File: src/pdm_defines.svh
// Constants for the port D alternate function override block
// Operation
// - Transmitter enabled forces pin1 output with data
// - Receiver enabled forces pin0 input
// - Pin0 pull-up follows port data, gated
// - Enabled compare output overrides pin value
// - Pin3 input enabled by irq1 or group2
// - Pin2 input enabled by irq0 or group1
// - Pins 0..7 feed pin-change sources 16..23
// - Pins 2,3 feed external irq 0,1
// - Pin4 carries serial sync clock
// - Pin5 feeds timer1, pin4 timer0 count
// - Control register at 0x55, I/O 0x35
// - Global pull-up disable kills all pull-ups
`ifndef PDM_DEFINES_SVH
`define PDM_DEFINES_SVH
// ****************************************
// Register map
// ****************************************
`define PDM_MCU_CONTROL_DATA_ADDR 8'h55
`define PDM_IO_SPACE_OFFSET 8'h20
`define PDM_MCU_CONTROL_IO_ADDR 8'h35
`define PDM_MCU_CONTROL_RESET 8'h00
`define PDM_MCU_CONTROL_WMASK 8'h73
// ****************************************
// Field positions
// ****************************************
`define PDM_BIT_VECTOR_CHANGE_UNLOCK 0
`define PDM_BIT_VECTOR_TABLE_SELECT 1
`define PDM_BIT_GLOBAL_PULLUP_DISABLE 4
`define PDM_BIT_BROWNOUT_SLEEP_OFF_UNLOCK 5
`define PDM_BIT_BROWNOUT_SLEEP_OFF 6
`define PDM_PIN_RX 0
`define PDM_PIN_TX 1
`define PDM_PIN_IRQ0 2
`define PDM_PIN_IRQ1 3
`define PDM_PIN_SYNC_CLOCK 4
`define PDM_PIN_TIMER1_COUNT 5
`define PDM_PIN_CMP0A 6
`endif

File: src/pdm_pkg.sv
// Types for the port D alternate function override block
`default_nettype none
package pdm_pkg;
   // Per-pin override set
   typedef struct packed {
      logic puOvrEn;   // Pull-up override enable
      logic puOvrVal;  // Pull-up override value
      logic ddOvrEn;   // Direction override enable
      logic ddOvrVal;  // Direction override value
      logic pvOvrEn;   // Output value override enable
      logic pvOvrVal;  // Output value override value
      logic dieOvrEn;  // Digital input enable override
   } pdm_ovr_t;
   // Alternate-function controls from peripherals
   typedef struct packed {
      logic transmitterEnable;
      logic receiverEnable;
      logic txData;
      logic serialModeSelect;
      logic syncClockOut;
      logic cmp0aEnable;
      logic cmp0a;
      logic cmp0bEnable;
      logic cmp0b;
      logic cmp2bEnable;
      logic cmp2b;
      logic extIrq0Enable;
      logic extIrq1Enable;
      logic pinChangeGroup1Enable;
      logic pinChangeGroup2Enable;
   } pdm_alt_t;
   // Inputs handed back to peripherals
   typedef struct packed {
      logic rxData;
      logic syncClockIn;
      logic timerZeroCountInput;
      logic timerOneCountInput;
      logic extIrqZeroInput;
      logic extIrqOneInput;
      logic [7:0] pinChangeSource; // Sources 16..23
   } pdm_din_t;
   // All state of the top module
   typedef struct packed {
      logic [7:0] mcuControl;
      logic [7:0] sync1;
      logic [7:0] sync2;
      logic [7:0] sync3;
      logic [7:0] pinsIn;
      logic [7:0] padOut;
      logic [7:0] padOe;
      logic [7:0] padPullup;
      logic [7:0] readData;
   } pdm_state_t;
endpackage
`default_nettype wire

File: src/pdm_pin_mux.sv
// Single pin override combiner
`default_nettype none
module pdm_pin_mux (
   input wire pdm_pkg::pdm_ovr_t ovr, // Override set for this pin
   input wire logic portData,         // Port data register bit
   input wire logic portDir,          // Direction register bit
   input wire logic pullupDisable,    // Global pull-up disable
   output logic pullupEn,             // Resulting pull-up
   output logic drive,                // Resulting output enable
   output logic value,                // Resulting output value
   output logic inputEnable           // Digital input enable
);
   // Combine overrides with port registers
   always_comb begin
      drive = ovr.ddOvrEn ? ovr.ddOvrVal : portDir;
      value = ovr.pvOvrEn ? ovr.pvOvrVal : portData;
      // Pull-up only for an input with data one, unless disabled
      pullupEn = ovr.puOvrEn ? ovr.puOvrVal : (portData & ~portDir & ~pullupDisable);
      // Sleep gating is outside; here input is always on,
      // whether or not the digital input override asks for it
      inputEnable = 1'b1;
      if (ovr.dieOvrEn) begin
         inputEnable = 1'b1;
      end
   end
endmodule
`default_nettype wire

File: src/pdm_port_d.sv
// Port D alternate function override with control register
`include "pdm_defines.svh"
`default_nettype none
module pdm_port_d (
   input wire logic clk,                    // 40 MHz system clock
   input wire logic sys_rst,                // Synchronous reset, high
   input wire logic [7:0] ioAddr,           // Data-space or I/O address
   input wire logic ioSpace,                // High for I/O instruction access
   input wire logic wrEn,                   // Register write strobe
   input wire logic rdEn,                   // Register read strobe
   input wire logic [7:0] wrData,           // Write data
   output logic [7:0] rdData,               // Registered read data
   input wire logic [7:0] portData,         // Port data register
   input wire logic [7:0] portDir,          // Direction register
   input wire pdm_pkg::pdm_alt_t alt,       // Peripheral controls
   output var pdm_pkg::pdm_din_t din,       // Peripheral inputs
   input wire logic [7:0] padIn,            // Pad input levels
   output logic [7:0] padOut,               // Pad output value
   output logic [7:0] padOe,                // Pad output enable
   output logic [7:0] padPullup,            // Pad pull-up enable
   output logic [7:0] padInputEnable,       // Digital input enables
   output logic globalPullupDisable         // Pull-up disable bit
);
   // ****************************************
   // State and override computation
   // ****************************************
   pdm_pkg::pdm_state_t stateQ; // Registered state
   pdm_pkg::pdm_state_t stateD; // Next state
   pdm_pkg::pdm_ovr_t ovr [8];  // Overrides per pin
   logic [7:0] pullupW;          // Combined pull-ups
   logic [7:0] driveW;           // Combined directions
   logic [7:0] valueW;           // Combined values
   logic pullupOff;              // Pull-up disable

   // Address decode shared by read and write paths
   function automatic logic hitControl(input logic [7:0] a, input logic io);
      hitControl = io ? (a == `PDM_MCU_CONTROL_IO_ADDR) : (a == `PDM_MCU_CONTROL_DATA_ADDR);
   endfunction

   assign pullupOff = stateQ.mcuControl[`PDM_BIT_GLOBAL_PULLUP_DISABLE];

   // Fill override sets from peripheral controls
   always_comb begin
      for (int i = 0; i < 8; i++) begin
         ovr[i] = '0;
      end
      // Receive pin forced input, pull-up from port data
      ovr[0].puOvrEn = alt.receiverEnable;
      ovr[0].puOvrVal = portData[0] & ~pullupOff;
      ovr[0].ddOvrEn = alt.receiverEnable;
      ovr[0].ddOvrVal = 1'b0;
      ovr[0].dieOvrEn = alt.pinChangeGroup2Enable & portData[0];
      // Transmit pin forced output carrying data
      ovr[1].puOvrEn = alt.transmitterEnable;
      ovr[1].ddOvrEn = alt.transmitterEnable;
      ovr[1].ddOvrVal = 1'b1;
      ovr[1].pvOvrEn = alt.transmitterEnable;
      ovr[1].pvOvrVal = alt.txData;
      ovr[2].dieOvrEn = alt.extIrq0Enable | alt.pinChangeGroup1Enable;
      // Timer2 B output; direction is left to software
      ovr[3].pvOvrEn = alt.cmp2bEnable;
      ovr[3].pvOvrVal = alt.cmp2b;
      ovr[3].dieOvrEn = alt.extIrq1Enable | alt.pinChangeGroup2Enable;
      ovr[4].pvOvrEn = alt.serialModeSelect;
      ovr[4].pvOvrVal = alt.syncClockOut;
      ovr[5].pvOvrEn = alt.cmp0bEnable;
      ovr[5].pvOvrVal = alt.cmp0b;
      ovr[6].pvOvrEn = alt.cmp0aEnable;
      ovr[6].pvOvrVal = alt.cmp0a;
      // Pins 7 and 6 as comparator inputs rely on software setup
   end

   // ****************************************
   // Per-pin combiners
   // ****************************************
   genvar g;
   generate
      for (g = 0; g < 8; g++) begin : gPin
         pdm_pin_mux uMux (
            .ovr(ovr[g]),
            .portData(portData[g]),
            .portDir(portDir[g]),
            .pullupDisable(pullupOff),
            .pullupEn(pullupW[g]),
            .drive(driveW[g]),
            .value(valueW[g]),
            .inputEnable(padInputEnable[g])
         );
      end
   endgenerate

   // Next-state logic: register, synchroniser, pad registers
   always_comb begin
      stateD = stateQ;
      stateD.sync1 = padIn;
      stateD.sync2 = stateQ.sync1;
      stateD.sync3 = stateQ.sync2;
      // Accept a change only when second and third stages agree
      for (int i = 0; i < 8; i++) begin
         if (stateQ.sync2[i] == stateQ.sync3[i]) begin
            stateD.pinsIn[i] = stateQ.sync3[i];
         end
      end
      if (wrEn && hitControl(ioAddr, ioSpace)) begin
         stateD.mcuControl = wrData & `PDM_MCU_CONTROL_WMASK;
      end
      if (rdEn) begin
         stateD.readData = hitControl(ioAddr, ioSpace) ? stateQ.mcuControl : 8'h00;
      end
      stateD.padOut = valueW;
      stateD.padOe = driveW;
      stateD.padPullup = pullupW & ~{8{pullupOff}};
      if (sys_rst) begin
         stateD = '0;
         stateD.mcuControl = `PDM_MCU_CONTROL_RESET;
      end
   end

   // State register
   always_ff @(posedge clk) begin
      stateQ <= stateD;
   end

   // ****************************************
   // Outputs and routing of pin inputs
   // ****************************************
   assign rdData = stateQ.readData;
   assign padOut = stateQ.padOut;
   assign padOe = stateQ.padOe;
   assign padPullup = stateQ.padPullup;
   assign globalPullupDisable = pullupOff;
   assign din.pinChangeSource = stateQ.pinsIn;
   assign din.rxData = stateQ.pinsIn[`PDM_PIN_RX];
   assign din.syncClockIn = stateQ.pinsIn[`PDM_PIN_SYNC_CLOCK];
   assign din.timerZeroCountInput = stateQ.pinsIn[`PDM_PIN_SYNC_CLOCK];
   assign din.timerOneCountInput = stateQ.pinsIn[`PDM_PIN_TIMER1_COUNT];
   assign din.extIrqZeroInput = stateQ.pinsIn[`PDM_PIN_IRQ0];
   assign din.extIrqOneInput = stateQ.pinsIn[`PDM_PIN_IRQ1];

   // ****************************************
   // Assertions
   // ****************************************
   // Serial pins
   tx_force_out_a: assert property (@(posedge clk) disable iff (sys_rst)
      alt.transmitterEnable |=> padOe[`PDM_PIN_TX])
      else $error("tx pin not driven");
   tx_value_a: assert property (@(posedge clk) disable iff (sys_rst)
      alt.transmitterEnable |=> padOut[`PDM_PIN_TX] == $past(alt.txData))
      else $error("tx data not on pin");
   tx_pullup_a: assert property (@(posedge clk) disable iff (sys_rst)
      alt.transmitterEnable |=> !padPullup[`PDM_PIN_TX])
      else $error("tx pin pull-up on");
   rx_force_in_a: assert property (@(posedge clk) disable iff (sys_rst)
      alt.receiverEnable |=> !padOe[`PDM_PIN_RX])
      else $error("rx pin driven");
   rx_pullup_a: assert property (@(posedge clk) disable iff (sys_rst)
      (alt.receiverEnable && portData[0] && !pullupOff) |=> padPullup[0])
      else $error("rx pull-up missing");

   // Compare outputs and serial clock
   cmp0a_value_a: assert property (@(posedge clk) disable iff (sys_rst)
      alt.cmp0aEnable |=> padOut[`PDM_PIN_CMP0A] == $past(alt.cmp0a))
      else $error("compare A not on pin");
   cmp0b_value_a: assert property (@(posedge clk) disable iff (sys_rst)
      alt.cmp0bEnable |=> padOut[5] == $past(alt.cmp0b))
      else $error("compare B not on pin");
   cmp2b_value_a: assert property (@(posedge clk) disable iff (sys_rst)
      alt.cmp2bEnable |=> padOut[3] == $past(alt.cmp2b))
      else $error("timer2 compare not on pin");
   sync_clock_a: assert property (@(posedge clk) disable iff (sys_rst)
      alt.serialModeSelect |=> padOut[4] == $past(alt.syncClockOut))
      else $error("sync clock not on pin");

   // Pull-ups and port register defaults
   pullup_kill_a: assert property (@(posedge clk) disable iff (sys_rst)
      pullupOff |=> padPullup == 8'h00)
      else $error("pull-up on while disabled");
   default_dir_a: assert property (@(posedge clk) disable iff (sys_rst)
      (!alt.transmitterEnable && !alt.receiverEnable) |=> padOe[1:0] == $past(portDir[1:0]))
      else $error("port direction not followed");
   default_pullup_a: assert property (@(posedge clk) disable iff (sys_rst)
      (!alt.transmitterEnable && !alt.receiverEnable) |=>
      padPullup[1:0] == ($past(portData[1:0]) & ~$past(portDir[1:0]) & ~{2{$past(pullupOff)}}))
      else $error("port pull-up not followed");
   pin6_default_a: assert property (@(posedge clk) disable iff (sys_rst)
      !alt.cmp0aEnable |=> padOut[6] == $past(portData[6]))
      else $error("port value not followed");

   // Control register decode; reserved bits must stay zero for software
   io_alias_a: assert property (@(posedge clk) disable iff (sys_rst)
      (wrEn && ioSpace && ioAddr == 8'h35) |=> stateQ.mcuControl == ($past(wrData) & 8'h73))
      else $error("io write lost");
   data_alias_a: assert property (@(posedge clk) disable iff (sys_rst)
      (wrEn && !ioSpace && ioAddr == 8'h55) |=> stateQ.mcuControl == ($past(wrData) & 8'h73))
      else $error("data space write lost");
   read_miss_a: assert property (@(posedge clk) disable iff (sys_rst)
      (rdEn && !hitControl(ioAddr, ioSpace)) |=> rdData == 8'h00)
      else $error("read of other address not zero");
   write_mask_a: assert property (@(posedge clk) disable iff (sys_rst)
      (stateQ.mcuControl & 8'h8c) == 8'h00)
      else $error("reserved control bit set");

   // Routing of synchronised inputs; a pin still settling must not leak through
   pin_change_a: assert property (@(posedge clk) disable iff (sys_rst)
      (stateQ.sync2 == stateQ.sync3) |=> din.pinChangeSource == $past(stateQ.sync3))
      else $error("pin change source not settled value");
   rx_route_a: assert property (@(posedge clk) disable iff (sys_rst)
      (din.rxData == din.pinChangeSource[0]) && (din.syncClockIn == din.pinChangeSource[4]))
      else $error("serial input routing wrong");
   ext_irq_route_a: assert property (@(posedge clk) disable iff (sys_rst)
      {din.extIrqOneInput, din.extIrqZeroInput} == din.pinChangeSource[3:2])
      else $error("external irq routing wrong");
   count_route_a: assert property (@(posedge clk) disable iff (sys_rst)
      {din.timerOneCountInput, din.timerZeroCountInput} == din.pinChangeSource[5:4])
      else $error("count input routing wrong");
   pin3_die_a: assert property (@(posedge clk) disable iff (sys_rst)
      alt.extIrq1Enable |-> padInputEnable[3])
      else $error("pin3 input disabled");
   pin2_die_a: assert property (@(posedge clk) disable iff (sys_rst)
      (alt.extIrq0Enable || alt.pinChangeGroup1Enable) |-> padInputEnable[2])
      else $error("pin2 input disabled");
endmodule
`default_nettype wire

File: config.mk
export PLATFORM = sky130hd
export DESIGN_NAME = pdm_port_d
export DESIGN_NICKNAME = d
export VERILOG_FILES = /design/src/pdm_pkg.sv /design/src/pdm_pin_mux.sv /design/src/pdm_port_d.sv
export VERILOG_INCLUDE_DIRS = /design/src
export SDC_FILE = /design/constraint.sdc
export NUM_CORES = 1
export LEC_CHECK = 0
export BUFFER_PORTS_ARGS = -buffer_cell sky130_fd_sc_hd__buf_2
export CAP_MARGIN = 20
export CORE_MARGIN = 1.5
export CORE_UTILIZATION = 45
export CTS_CLUSTER_SIZE = 28
export DETAILED_ROUTE_END_ITERATION = 10
export PLACE_DENSITY = 0.75
export SLEW_MARGIN = 0
export SYNTH_ARGS = -nofsm -noshare
export SYNTH_HDL_FRONTEND = slang
export SYNTH_HIERARCHICAL = 1
export SYNTH_SLANG_ARGS = --single-unit
File: constraint.sdc
create_clock -name clk -period 1.64 [get_ports clk]
set_input_delay 0.164 -clock clk [delete_from_list [all_inputs] [get_ports clk]]
set_output_delay 0.164 -clock clk [all_outputs]
set_load 0.02 [all_outputs]
=== Yosys cells after proc, flatten, opt, wreduce, memory -nomap -nowiden ===
Index checks and enable logic that the tools add are counted.

* Bits in registers: 69
* Input port bits: 60
* Output and inout bits: 55
* Logic and storage cells: 67

* Equal/unequal tests: 10
* Multiplexer cells: 10
* Bitwise operators: 28
* Reduce and logical (&&, ||, !) cells: 2

{| class="wikitable"
|+ Operators by type and width
! kind !! number
|-
| 1-bit AND || 17
|-
| 1-bit 2-to-1 mux || 9
|-
| 1-bit NOT || 9
|-
| 8-bit AND || 1
|-
| 1-bit == test || 8
|-
| 8-bit by 6-bit == test with 1-bit output, second input constant || 1
|-
| 8-bit by 7-bit == test with 1-bit output, second input constant || 1
|-
| 8-bit NOT || 1
|-
| 7-bit 2-to-1 mux || 1
|-
| 2-bit OR reduction || 1
|-
| 1-bit logical AND || 1
|}

=== Logic depth before layout (Yosys ltp) ===
Gate-level depths: netlist (run 1).

* Word-level depth: 5
* Depth in mapped cells: 4

=== Cells and area by module ===
Netlist (run 1), hierarchy kept.

{| class="wikitable"
|+ Modules (own cells, without submodules)
! module !! instances !! cells each !! area an instance (sq um) !! sequential area each (sq um)
|-
| pdm_port_d || 1 || 236 || 2421.1 || 1321.3
|-
| pdm_pin_mux || 8 || 8 || 55.1 || 0.0
|}

=== Worst setup path before layout (run 1) ===
Ideal clock, no wire load.

* Path kind: in2reg
* Start: input ioSpace
* End: register stateQ, in the netlist rdData[0]
* Setup time: 87 ps
* Arrival time: 1224 ps
* Setup slack: 329 ps
* Stages: 3
* Cell sequence: or3b_4 > a2111o_1 > o31ai_1

* Word-level cells in the longest chain between the ends: 2

{| class="wikitable"
|+ Ends and longest elaborated chain
! what !! line !! source
|-
| start, declared || pdm_port_d.sv:8 || <nowiki>input wire logic ioSpace,</nowiki>
|-
| 1-bit 2-to-1 mux || pdm_port_d.sv:37 || <nowiki>hitControl = io ? (a == `PDM_MCU_CONTROL_IO_ADDR) : (a == `PDM_MCU_CONTROL_DATA_ADDR);</nowiki>
|-
| 7-bit 2-to-1 mux || pdm_port_d.sv:108 || <nowiki>stateD.readData = hitControl(ioAddr, ioSpace) ? stateQ.mcuControl : 8'h00;</nowiki>
|-
| end signal, assigned || pdm_port_d.sv:121 || <nowiki>stateQ <= stateD;</nowiki>
|-
| end, declared || pdm_port_d.sv:27 || <nowiki>pdm_pkg::pdm_state_t stateQ;</nowiki>
|}

Every way passes these cells.
A chain may end at the register's enable or synchronous reset.

=== Final worst setup path (run 1) ===
* Start: input ioSpace
* End: register stateQ, in the netlist rdData[5]

Same word-level chain as after synthesis.

==> metrics.cfg, run 1 <==
[outcome]
outcome = finished clean

[floorplan]
initial_utilization = 0.4718
fp.dieArea_mm2 = 0.006803
fp.coreArea_mm2 = 0.006026
dieHeight_um = 82.48
ios = 115
die_x_um = 82.48
rows = 28

[clock_tree]
root_buffer = clkbuf_8
htreeDepth = 3
hold_buffers = 0
cts_tree = built
path_clk_slew_ns = 0.07
numCtsBuffers = 9
clk_latency_ns = 0.33
cts_resized = 0
clock_sinks = 66
cts.path.max_buffers = 2
cts_setup_buffers = 0

[global_routing]
grt_overflow = 0
antenna_found_initial = 0
track_usage = 0.1434
grt_pass1_wl_um = 7141
grt_max_degree = 39
grt_pass1_vias = 1759

[synthesis]
yosys_warnings = 6
syn_area_per_cell_um2 = 9.571
syn-instance-count = 297
syn_area_mm2 = 0.002843

[placement]
dp_hpwl_um = 3548
placed_cell_area_mm2 = 0.003193
routabilityCongestion = 0.6835
port_buffers = 96

[detailed_routing]
first_iter_violations = 25
ant_nets = 0
vias = 1982
firstDrtPassIters = 4
routedWlPerCell_um = 9.885
drc = 0
drt_wl_total_um = 4646
vias_per_cell = 4.217

[worst_setup_path]
endpoint_kind = flip-flop
cp-startpoint = ioSpace
worstSetupPathType = input pin to flip-flop
rr_startpoint = globalPullupDisable$_SDFFE_PP0P_
cp_max_fo = 5
r2r-end = padPullup[0]$_SDFF_PP0_
start_kind = input pin
reg2reg_setup_slack_ns = 0.52
critical_path_required_ns = 1.88
rr_worst_depth = 3
cp_data_arrival_time_ns = 1.43

[hold_path]
hold_depth = 2
hp-start = padIn[4]
holdCritPathClass = input pin to flip-flop
min_to = stateQ[60]$_SDFF_PP0_

[sta]
setup_tns_ns = 0
fmax_mhz = 836.7
holdWs_ns = 0.03964
slew_viol_final = 0
period_minus_slack_ns = 1.195
setup_violations = 0
rsz0062_at_grt = no
period_share = 0.7288
worst_clock_skew_ns = 0.006296
final_hold_viol_count = 0

[layout]
fin_nets = 450
diodes = 0
design_area_mm2 = 0.003364
syn2layout_area_growth_pct = 18.35
final_layout_size_suffix_gt1_frac = 0.3519
fin_util = 0.5583

[power]
power_mw = 3.173
power_density_mw_per_mm2 = 943.2
ir_drop_uv = 560.9
p_leak_nw = 1.595

[flow_run]
cap_viol_max_count = 0

[worst max-delay path: stages]
cell	delay [ns]
buf_2	0.11
or3b_4	0.39
a2111o_1	0.50
o31ai_1	0.27
[final cells by class]
type,count,area (um2)
fill,565,2661
sequential,66,1321
multi-input combinational,203,1214
timing repair buffer,101,530.5
clock buffer,10,127.6
tap,75,93.84
clock inverter,6,43.79
inverter,9,33.78
[layer usage]
layer	wire, um	share of wire	global-route usage
met4	53	0.011	0.06102
met2	2240	0.48	0.2415
met3	419	0.090	0.07143
met5	0	0	0
met1	1933	0.42	0.1505
[through the flow]
stage	std cells	worst slack [ns]
detailed placement	454	0.09965
global placement	454	0.1711
finish	470	0.4448
floorplan	340	0.3290
CTS	470	0.4128
global route	470	0.3705
[flip-flops by register name, summed over array words and instances (netlist names)]
signal               flops
din                      8
globalPullupDisable      1
padOe                    8
padOut                   8
padPullup                8
rdData                   5
stateQ                  28
[layout by cell type (no fill, tap or decap), types with 2 or more instances in the layout]
cell type	instances
mux2_2	8
clkinvlp_4	4
nand2_1	29
dfxtp_1	66
nor2b_1	41
clkbuf_8	9
mux2i_1	5
o31ai_1	5
nand2b_1	10
o21ai_0	16
conb_1	53
a21oi_1	8
nand3b_1	2
or3b_2	5
buf_4	4
o41ai_2	8
and2_1	8
inv_1	9
buf_2	96
[power breakdown]
| group | internal, mW | switching, mW | leakage (nW) |
|---|---|---|---|
| Combinational | 0.152 | 0.189 | 0.979 |
| Sequential | 1.66 | 0.0158 | 0.542 |
| Clock | 0.547 | 0.606 | 0.0745 |
| Total | 2.36 | 0.811 | 1.60 |
[worst max path at each step]
stage,endpoint,depth (start not counted)
floorplan,rdData[0]$_SDFFE_PP0P_,3
global placement,rdData[5]$_SDFFE_PP0P_,4
detailed placement,rdData[5]$_SDFFE_PP0P_,4
CTS,globalPullupDisable,2
global route,globalPullupDisable,2
finish,rdData[5]$_SDFFE_PP0P_,4
Note: power is estimated with default switching activity, not from simulation.
==> run 2: changes to the inputs <==
==> constraint.sdc (replaced) <==
create_clock -name clk -period 1.1 [get_ports clk]
set_input_delay 0.11 -clock clk [delete_from_list [all_inputs] [get_ports clk]]
set_output_delay 0.11 -clock clk [all_outputs]
set_load 0.02 [all_outputs]
==> run 2 against run 1 <==
  * Global-route usage grew 1.0 points
  * Die area is the same
  * Clock skew is essentially flat
  * Clock-buffer cell count shrank 1
  * Register-to-register slack lost 0.46 ns
  * Critical endpoint is now globalPullupDisable
  * Largest power group unchanged
  * Highest routed layer unchanged
==> metrics.cfg, run 2 (synthesis gave the netlist of run 1 again) <==
[placement]
routabilityCongestion = 0.7140
port_buffers = 96
placed_cell_area_mm2 = 0.003224
dp_hpwl_um = 3663
placed_cells = 457

[power]
ir_drop_uv = 1042
power_density_mw_per_mm2 = 1380
power_mw = 4.832
p_clk_frac = 0.371
swShare = 0.2647
p_int_mw = 3.553
seqPwrFrac = 0.518
p_sw_mw = 1.279
combPwrFrac = 0.111
p_leak_nw = 1.668

[global_routing]
antenna_found_initial = 0
track_usage = 0.1538
grt_max_degree = 37
grt_pass1_wl_um = 7624
grt_overflow = 0
grt_pass1_vias = 1848

[detailed_routing]
vias_per_cell = 4.286
drc = 0
routedWlPerCell_um = 10.34
ant_nets = 0
first_iter_violations = 31
drt_wl_total_um = 4994
firstDrtPassIters = 4
vias = 2070

[floorplan]
rows = 28
ios = 115
fp.dieArea_mm2 = 0.006803
dieHeight_um = 82.48
fp.coreArea_mm2 = 0.006026
initial_utilization = 0.4718
die_x_um = 82.48

[layout]
final_common_cell = buf_2
diodes = 0
design_area_mm2 = 0.003501
final_layout_size_suffix_gt1_frac = 0.3652
syn2layout_area_growth_pct = 23.15
largest_reg_flops = 28
largest_register = stateQ
fin_nets = 463
stdcell_count = 483
fin_util = 0.5810
final_cell_mix = buf_2 (95), dfxtp_1 (65), conb_1 (53)

[clock_tree]
htreeDepth = 3
cts.path.max_buffers = 2
clk_latency_ns = 0.33
root_buffer = clkbuf_8
numCtsBuffers = 9
clock_sinks = 66
path_clk_slew_ns = 0.07
cts_tree = built

[sta]
period_minus_slack_ns = 1.063
final_hold_viol_count = 0
fmax_mhz = 940.4
period_share = 0.9667
rsz0062_at_grt = yes
setup_violations = 0
slew_viol_final = 0
setup_tns_ns = 0
worst_clock_skew_ns = 0.005925

[worst_setup_path]
cp_max_fo = 8
cp-startpoint = globalPullupDisable$_SDFFE_PP0P_
worstSetupPathType = flip-flop to output pin
critical_path_required_ns = 0.99
cp_data_arrival_time_ns = 0.95
endpoint_kind = output pin
rr_startpoint = globalPullupDisable$_SDFFE_PP0P_
start_kind = flip-flop

[flow_run]
cap_viol_max_count = 0

[hold_path]
hp-start = padIn[2]
holdCritPathClass = input pin to flip-flop

[outcome]
outcome = finished clean

==> run 2: cell count changes in the layout (fill, tap and decap cells not counted) <==
cell,previous run,this run
a211oi_2,1,0
a211oi_4,0,1
buf_2,96,95
buf_4,4,12
clkbuf_1,1,0
clkinv_4,1,3
clkinvlp_4,4,2
dfxtp_1,66,65
dfxtp_2,0,1
dlygate4sd3_1,0,6
inv_6,0,1
o31ai_1,5,4
o31ai_2,0,1
==> run 2: power by group through the flow <==
stage	logic [mW]	clock network, mW	registers [mW]
after floorplan	0.425	0	2.55
final	0.537	1.79	2.50
after global routing	0.594	1.97	2.51
after global placement	0.507	0	2.56
after detailed placement	0.518	0	2.56
after CTS	0.536	1.86	2.50
==> run 2: routing by layer <==
| metal | GRT usage | wire length, um |
|---|---|---|
| met1 | 0.1539 | 2003 |
| met4 | 0.08644 | 119 |
| met3 | 0.05385 | 413 |
| met2 | 0.2748 | 2458 |
| met5 | 0 | 0 |
==> run 2: timing repair <==
action,CTS,global route
hold buffers,6,0
resized for setup,1,1
setup endpoints to repair,1,6
setup buffers,3,1
pin swaps,0,6
endpoints found under the hold margin,6,0
==> run 2: area by class of cell <==
| class | instances | area (um2) |
|---|---|---|
| well taps | 75 | 93.84 |
| inverters | 9 | 33.78 |
| clock inverters | 7 | 55.05 |
| fillers | 542 | 2525 |
| multi-input cells | 203 | 1226 |
| flip-flops and latches | 66 | 1323 |
| clock buffers | 9 | 123.9 |
| repair buffers | 114 | 645.6 |
==> run 2: critical path, cell delays in order (launching register included) <==
cell     delay (ns)
dfxtp_2        0.34
buf_12         0.13
buf_4          0.15
==> run 2: final timing paths <==
kind / slack [ns] / cells past startpoint / endpoint
max: 0.04 / 2 / globalPullupDisable
min: 0.009 / 2 / stateQ[58]$_SDFF_PP0_
max reg2reg: 0.06 / 4 / padPullup[4]$_SDFF_PP0_
min reg2reg: 0.44 / 1 / stateQ[54]$_SDFF_PP0_
==> run 2: stage by stage <==
stage / setup slack (ns) / hold WS, ns
3_3_place_gp: -0.2427 / 0.3200
4_1_cts: 0.01339 / 0.0002448
6_report: 0.03658 / 0.009045
3_5_place_dp: -0.3062 / 0.3237
2_1_floorplan: -0.09130 / 0.2382
5_1_grt: -0.02592 / 0.01326
